## src/rtl/scaa_defines.svh

```systemverilog
// Constants for the safing compare and arming block
`ifndef SCAA_DEFINES_SVH
`define SCAA_DEFINES_SVH

// =============================================================
// Timing
`define SCAA_CLK_HZ        50000000
`define SCAA_TICK_MS_CYC   (`SCAA_CLK_HZ / 1000)
`define SCAA_DWELL_SHORT_MS 255
`define SCAA_DWELL_LONG_MS  2000

// =============================================================
// Fields
`define SCAA_STATUS_VALID  2'h1
`define SCAA_DWELL_SEL_BIT 7
`define SCAA_CNT_SAT       2'h3

`endif

```

## src/rtl/scaa_pkg.sv

```systemverilog
// Types for the safing compare and arming block
package scaa_pkg;
    typedef enum logic [1:0] {
        SCAA_IDLE,
        SCAA_ARMED,
        SCAA_DWELL
    } scaa_state_type;
    typedef logic [7:0] scaa_thresh_type;
endpackage

```

## src/rtl/scaa_safing_core.sv

```systemverilog
// Safing comparator, sample counters and dwell-extended arming outputs
`timescale 1ns/1ns
// Contract
// - Threshold gets a zero prepended as MSB
// - Compare only on frame, valid, no error
// - Unsigned 9-bit magnitude comparison
// - 10-bit frame data converted to 9-bit magnitude
// - Sixteen 2-bit counters, one per sequence ID
// - Counter increments when sample exceeds threshold
// - Counter at 11 arms, inhibit goes low
// - Counters saturate, never wrap
// - Counter clears on reset or non-exceeding sample
// - Dwell only in safing mode, not diagnostic
// - Arm while saturated, then for dwell time
// - Threshold bit 7 picks 255 ms or 2 s
// - Mixed selections while armed use the longer dwell; a re-arm during dwell takes the new selection
// - Valid data only when status bits are 01
// - Eight thresholds, one per sequence pair

`include "scaa_defines.svh"

module scaa_safing_core #(
    parameter int TICK_CYC  = `SCAA_TICK_MS_CYC,
    parameter int SHORT_MS  = `SCAA_DWELL_SHORT_MS,
    parameter int LONG_MS   = `SCAA_DWELL_LONG_MS
) (
    // Clock and reset
    input  wire logic                 SYS_CLK,
    input  wire logic                 NRST,

    // Sample from the SPI monitor
    input  wire logic                 SAMPLE_STROBE,
    input  wire logic [3:0]           SEQUENCE_ID,
    input  wire logic [1:0]           SENSOR_STATUS_BITS,
    input  wire logic [9:0]           SENSOR_DATA,
    input  wire logic                 SEQUENCE_ERROR,

    // Threshold slots, one per sequence pair
    input  wire scaa_pkg::scaa_thresh_type THRESHOLD [8],

    // Mode
    input  wire logic                 SAFING_MODE,

    // Arming pair and per-ID saturation flags
    output logic                      ARM_OUT,
    output logic                      SAFING_INHIBIT_OUT,
    output logic [15:0]               SATURATED
);
    import scaa_pkg::*;

    // =============================================================
    // Local sizes
    localparam int NUM_ID   = 16;
    localparam int NUM_SLOT = NUM_ID / 2;
    localparam int MAX_MS   = (LONG_MS > SHORT_MS) ? LONG_MS : SHORT_MS;
    localparam int DW       = $clog2(MAX_MS + 1);
    localparam int TW       = $clog2(TICK_CYC + 1);
    localparam logic [DW-1:0]     DW_ONE   = DW'(1);
    localparam logic [NUM_ID-1:0] SAT_NONE = '0;

    // =============================================================
    // Decoding helpers
    // Two consecutive sequence IDs share one threshold slot
    function automatic logic [2:0] slot_of(input logic [3:0] id);
        logic [2:0] slot;
        slot = id[3:1];
        return slot;
    endfunction

    // Negative samples clamp to zero, so they can never arm
    function automatic logic [8:0] to_magnitude(input logic [9:0] raw);
        logic [8:0] mag;
        if (raw[9]) begin
            mag = 9'h000;
        end else begin
            mag = raw[8:0];
        end
        return mag;
    endfunction

    // Top bit of a slot picks the long dwell
    function automatic logic dwell_long(input scaa_thresh_type thr);
        logic sel;
        sel = thr[`SCAA_DWELL_SEL_BIT];
        return sel;
    endfunction

    // =============================================================
    // Sample qualification
    logic status_ok;
    logic cmp_en;

    always_comb begin
        status_ok = (SENSOR_STATUS_BITS == `SCAA_STATUS_VALID);
        cmp_en    = SAMPLE_STROBE && !SEQUENCE_ERROR && status_ok;
    end

    // =============================================================
    // Magnitude compare
    logic            exceed;
    logic [8:0]      thr_ext;
    logic [8:0]      sample_mag;
    scaa_thresh_type thr_sel;

    always_comb begin
        // The stored slot already holds half the wanted value
        thr_sel    = THRESHOLD[slot_of(SEQUENCE_ID)];
        thr_ext    = {1'b0, thr_sel};
        sample_mag = to_magnitude(SENSOR_DATA);
        // Equal to the threshold does not count as exceeding
        exceed     = (sample_mag > thr_ext);
    end

    // =============================================================
    // Sample counters, one per sequence ID
    // A counter moves only on a sample that carries its own ID
    logic [NUM_ID-1:0] sat;

    genvar g;
    generate
        for (g = 0; g < NUM_ID; g++) begin : g_cnt
            logic [1:0] cnt_q;
            logic [1:0] cnt_d;
            logic       own;

            always_comb begin
                own   = cmp_en && (SEQUENCE_ID == 4'(g));
                cnt_d = cnt_q;
                if (own) begin
                    if (!exceed) begin
                        cnt_d = 2'h0;
                    end else if (cnt_q != `SCAA_CNT_SAT) begin
                        cnt_d = cnt_q + 2'h1;
                    end
                end
            end

            always_ff @(posedge SYS_CLK) begin
                if (!NRST) begin
                    cnt_q <= 2'h0;
                end else begin
                    cnt_q <= cnt_d;
                end
            end

            assign sat[g] = (cnt_q == `SCAA_CNT_SAT);
        end
    endgenerate

    // =============================================================
    // Per-slot dwell flags
    logic [NUM_SLOT-1:0] slot_long;

    genvar s;
    generate
        for (s = 0; s < NUM_SLOT; s++) begin : g_slot
            assign slot_long[s] = dwell_long(THRESHOLD[s]);
        end
    endgenerate

    // =============================================================
    // Saturation summary and dwell selection
    logic any_sat;
    logic long_sel;

    always_comb begin
        any_sat  = |sat;
        long_sel = 1'b0;
        // Any saturated ID whose slot asks for long wins
        for (int i = 0; i < NUM_ID; i++) begin
            if (sat[i] && slot_long[slot_of(4'(i))]) begin
                long_sel = 1'b1;
            end
        end
    end

    // =============================================================
    // Millisecond tick
    // Free running, so the first dwell millisecond may be short
    logic [TW-1:0] tick_cnt_q;
    logic [TW-1:0] tick_cnt_d;
    logic          tick;

    always_comb begin
        tick = (tick_cnt_q == TW'(TICK_CYC - 1));
        if (tick) begin
            tick_cnt_d = '0;
        end else begin
            tick_cnt_d = tick_cnt_q + TW'(1);
        end
    end

    always_ff @(posedge SYS_CLK) begin
        if (!NRST) begin
            tick_cnt_q <= '0;
        end else begin
            tick_cnt_q <= tick_cnt_d;
        end
    end

    // =============================================================
    // Arming state machine
    scaa_state_type state_q;
    scaa_state_type state_d;
    logic [DW-1:0]  dwell_q;
    logic [DW-1:0]  dwell_d;
    logic [DW-1:0]  reload_val;
    logic           long_q;
    logic           long_d;
    logic           arm_d;

    // Reload value for the dwell countdown
    always_comb begin
        if (long_q) begin
            reload_val = DW'(LONG_MS);
        end else begin
            reload_val = DW'(SHORT_MS);
        end
    end

    always_comb begin
        state_d = state_q;
        dwell_d = dwell_q;
        long_d  = long_q;
        unique case (state_q)
            SCAA_IDLE: begin
                if (any_sat) begin
                    state_d = SCAA_ARMED;
                    long_d  = long_sel;
                end
            end
            SCAA_ARMED: begin
                // Keep the longest selection seen while armed
                long_d = long_q | long_sel;
                if (!any_sat) begin
                    if (SAFING_MODE) begin
                        state_d = SCAA_DWELL;
                        dwell_d = reload_val;
                    end else begin
                        // Diagnostic mode drops arming with no dwell
                        state_d = SCAA_IDLE;
                    end
                end
            end
            SCAA_DWELL: begin
                if (any_sat) begin
                    // Fresh saturation re-arms; dwell reloads later
                    state_d = SCAA_ARMED;
                    long_d  = long_sel;
                end else if (!SAFING_MODE) begin
                    // Leaving safing mode cuts the dwell short
                    state_d = SCAA_IDLE;
                end else if (tick) begin
                    if (dwell_q <= DW_ONE) begin
                        state_d = SCAA_IDLE;
                    end
                    dwell_d = dwell_q - DW_ONE;
                end
            end
        endcase
        arm_d = (state_d != SCAA_IDLE);
    end

    always_ff @(posedge SYS_CLK) begin
        // Count and long flag clear together with the state
        if (!NRST) begin
            state_q <= SCAA_IDLE;
            dwell_q <= '0;
            long_q  <= 1'b0;
        end else begin
            state_q <= state_d;
            dwell_q <= dwell_d;
            long_q  <= long_d;
        end
    end

    // =============================================================
    // Output registers
    // Every output leaves straight from a flip-flop
    logic              inhibit_d;
    logic [NUM_ID-1:0] sat_out_d;

    always_comb begin
        inhibit_d = !arm_d;
        sat_out_d = sat;
    end

    always_ff @(posedge SYS_CLK) begin
        if (!NRST) begin
            ARM_OUT            <= 1'b0;
            SAFING_INHIBIT_OUT <= 1'b1;
            SATURATED          <= SAT_NONE;
        end else begin
            ARM_OUT            <= arm_d;
            SAFING_INHIBIT_OUT <= inhibit_d;
            SATURATED          <= sat_out_d;
        end
    end

endmodule // scaa_safing_core

```

## config.mk

```make
export PLATFORM = sky130hd
export DESIGN_NAME = scaa_safing_core
export DESIGN_NICKNAME = d
export VERILOG_FILES = /design/src/rtl/scaa_pkg.sv /design/src/rtl/scaa_safing_core.sv
export VERILOG_INCLUDE_DIRS = /design/src /design/src/rtl
export SDC_FILE = /design/constraint.sdc
export NUM_CORES = 1
export LEC_CHECK = 0
export ABC_AREA = 1
export ABC_CLOCK_PERIOD_IN_PS = 4540
export BUFFER_PORTS_ARGS = -buffer_cell sky130_fd_sc_hd__buf_2
export CAP_MARGIN = 20
export CORE_ASPECT_RATIO = 0.75
export CORE_MARGIN = 2
export CORE_UTILIZATION = 47
export DETAILED_ROUTE_END_ITERATION = 8
export PLACE_DENSITY = 0.67
export SLEW_MARGIN = 20
export SYNTH_ARGS = -nofsm -noshare
export SYNTH_HDL_FRONTEND = slang
export SYNTH_SLANG_ARGS = --single-unit
```

## constraint.sdc

```tcl
create_clock -name SYS_CLK -period 4.54 [get_ports SYS_CLK]
set_input_delay 0 -clock SYS_CLK [delete_from_list [all_inputs] [get_ports SYS_CLK]]
set_output_delay 0 -clock SYS_CLK [all_outputs]
set_load 0.02 [all_outputs]
```

==> flow_metrics.env <==
export IMPL_fin_skew_ns=0.00542
export IMPL_worstPathRequired_ns=4.81
export IMPL_placed_cells=984
export IMPL_dpl_cell_area_mm2=0.00554
export IMPL_final_setup_viol_count=0
export IMPL_chipHeight_um=93.2
export IMPL_track_usage=0.227
export IMPL_clk_latency_ns=0.34
export IMPL_path_max_fanout=48
export IMPL_grt_pass1_wl_mm=20.7
export IMPL_yosys_warnings=0
export IMPL_period_minus_slack_ns=2.98
export IMPL_antenna_found_initial=0
export IMPL_relSlewSlack=0.343
export IMPL_first_pass_iters=6
export IMPL_path_cells="buf_2 -> inv_1 -> nor2_1 -> o32ai_1 -> nor2_1 -> ha_1 -> nand2_1 -> nor2_2 -> nand3_1 -> nand3_2 -> buf_4 -> nand3_1 -> nand3_1 -> nand2_1 -> nor2_1"
export IMPL_combPwrFrac=0.116
export IMPL_yosysUniqueCellTypes=34
export IMPL_clockBufferDepth=2
export IMPL_num_fill_cells=991
export IMPL_post_cts_setup_buffers=0
export IMPL_critical_path_class="input port to register"
export IMPL_cts_tree="built"
export IMPL_ys_seq_area_frac=0.321
export IMPL_seq_power_share=0.444
export IMPL_cts_buffers=9
export IMPL_viasPerCell=5.22
export IMPL_htree_levels=3
export IMPL_min_path_type="input port to register"
export IMPL_holdWs_ns=0.0487
export IMPL_synth_edf_count=0
export IMPL_cts_root_buf="clkbuf_16"
export IMPL_fmax_mhz=335
export IMPL_die_area_mm2=0.0115
export IMPL_design_area_mm2=0.00583
export IMPL_gp_congestion=0.807
export IMPL_synth_top_area_share=0.321
export IMPL_worstPathArrival_ns=3.25
export IMPL_cp_slowest_stage_delay_ns=0.69
export IMPL_grt_max_degree=57
export IMPL_portBuffers=102
export IMPL_synth_nets=887
export IMPL_cts_resized_gates=0
export IMPL_peakVddDrop_mv=0.202
export IMPL_p_sw_w=0.000415
export IMPL_vias=5217
export IMPL_synthArstFlopShare=0
export IMPL_wl_per_cell_um=13.0
export IMPL_synth_main_ff_cell="dfxtp_1"
export IMPL_fin_cells=1000
export IMPL_powerDensity_mw_per_mm2=274
export IMPL_intPower_w=0.00118
export IMPL_worst_slew_pin_slew_ns=0.986
export IMPL_syn_avg_cell_area_um2=6.46
export IMPL_regArea_mm2=0.00160
export IMPL_crit_path_end_kind="register"
export IMPL_netlist_top_cells_area="dfxtp_1 32%, nor2_1 12%, nand2_1 9.8%"
export IMPL_ant_nets=0
export IMPL_core_mm2=0.0103
export IMPL_final_max_slew_viol_count=0
export IMPL_sw_frac_of_total=0.261
export IMPL_antenna_cells=0
export IMPL_die_x_um=123
export IMPL_p_leak_nw=2.81
export IMPL_post_route_period_util=0.657
export IMPL_netlist_area_mm2=0.00499
export IMPL_io_pins=103
export IMPL_syn_inst=772
export IMPL_pwr_share_clk=0.440
export IMPL_worstSetupStartpointType="input port"
export IMPL_yosys_area_top_type="dfxtp_1"
export IMPL_drive_above_1_share=0.164
export IMPL_finalSetupTns_ns=0
export IMPL_cpMaxStageDelayCell="inv_1"
export IMPL_postCtsHoldBufs=0
export IMPL_grt_pass1_vias=4587
export IMPL_multiInputGateArea_mm2=0.00290
export IMPL_ys_seq_elements=80
export IMPL_hold_viol_final=0
export IMPL_drc=0
export IMPL_drt_wl_total_mm=13.0
export IMPL_cts_sinks=80
export IMPL_rsz0062_at_grt="no"
export IMPL_nets=974
export IMPL_start_util=0.485
export IMPL_areaGrowthSynthToFinish_pct=16.8
export IMPL_num_rows=32
export IMPL_drtIter0Drc=297
export IMPL_grt_overflow=0
export IMPL_hpwl_mm=9.81
export IMPL_clkTransAtPathRegs_ns=0.06
export IMPL_max_cap_violations=0
export IMPL_outcome="completed"
worst max-delay path, delay by kind of cell:
family          cells  cell delay [ns]
buf+inv             3             1.41
fa+ha+maj           1             0.30
simple gates       10             1.16
compound gates      1             0.35
placed cells by master (no fill, tap or decap):
cell	synthesis	layout
dfxtp_1	80	80
xor2_1	2	2
xnor2_1	1	1
ha_1	30	30
buf_4	3	2
o22ai_1	7	7
or2_2	5	5
o21a_1	2	2
clkinvlp_4	0	4
nand2_2	2	2
o221ai_1	1	1
nor2_2	1	1
nand3_2	11	12
a221oi_1	1	1
buf_2	9	102
a21oi_1	55	55
nand2_1	130	130
inv_6	0	1
inv_2	1	1
clkbuf_8	0	2
inv_1	88	88
nand4_1	6	6
nor2_1	165	165
clkbuf_16	0	9
a31oi_1	1	1
o21bai_1	1	1
o21ai_0	41	41
o32ai_1	6	6
nand3_1	86	85
nor3b_1	1	1
nand3b_1	7	7
nand2_4	1	1
o2111ai_1	2	2
nor3_1	10	10
Yosys cell counts, types with 2 or more instances:
master     instances
o21ai_0           41
nand3_2           11
ha_1              30
nand2_2            2
nand4_1            6
nand2_1          130
clkbuf_1          12
o2111ai_1          2
a21oi_1           55
buf_2              9
o32ai_1            6
o21a_1             2
dfxtp_1           80
nor3_1            10
nor2_1           165
nand3_1           86
xor2_1             2
or2_2              5
nand3b_1           7
buf_4              3
buf_6              2
inv_1             88
o22ai_1            7
cell families after synthesis:
logic type	synth area share
XOR/XNOR	0.00527
adder cells (fa/ha/maj)	0.0752
AO/OA/AOI/OAI	0.128
AND/OR/NAND/NOR	0.372
flip-flops	0.321
buffers and inverters	0.0978
per-stage QoR:
step                setup WS (ns)  total power (W)  utilization
finish                       1.56          0.00159        0.566
global route                 1.23          0.00166        0.566
CTS                          1.61          0.00161        0.566
floorplan                    2.44         0.000852            -
global placement             1.41         0.000903        0.538
detailed placement           1.28         0.000907        0.538
cell type report:
class	instances	area share
sequential	80	0.275
inverter	89	0.0573
timing repair buffer	104	0.0902
clock inverter	5	0.00666
multi-input combinational	575	0.498
clock buffer	11	0.0434
tap	136	0.0292
layer usage:
layer | vias to the layer above | part of all wire | GRT usage
met4 | 0 | 0.015 | 0.0632
met3 | 16 | 0.077 | 0.0482
met1 | 2331 | 0.46 | 0.298
met2 | 175 | 0.45 | 0.375
li1 | 2695 | - | -
met5 | - | 0 | 0
power by group through the flow:
stage,clock [W],combinational [W],sequential (W)
detailed placement,0,0.000184,0.000723
CTS,0.000716,0.000185,0.000707
global placement,0,0.000180,0.000723
global route,0.000747,0.000209,0.000707
finish,0.000702,0.000185,0.000707
floorplan,0,0.000129,0.000723
registers in the layout, indices dropped and copies added, names as in the netlist:
name,cells
g_cnt.cnt_q,32
SATURATED,16
tick_cnt_q,16
dwell_q,11
state_q,2
ARM_OUT,1
SAFING_INHIBIT_OUT,1
long_q,1
worst paths after layout:
| kind | startpoint | endpoint | slack (ns) | cells past startpoint |
|---|---|---|---|---|
| setup / recovery | SEQUENCE_ID[1] | g_cnt[14].cnt_q[1] | 1.56 | 15 |
| setup reg to reg | state_q[0] | dwell_q[0] | 2.11 | 11 |
| hold / removal | THRESHOLD[55] | long_q | 0.05 | 3 |
| hold reg to reg | tick_cnt_q[0] | tick_cnt_q[0] | 0.45 | 1 |
(Power assumes the default switching activity.)
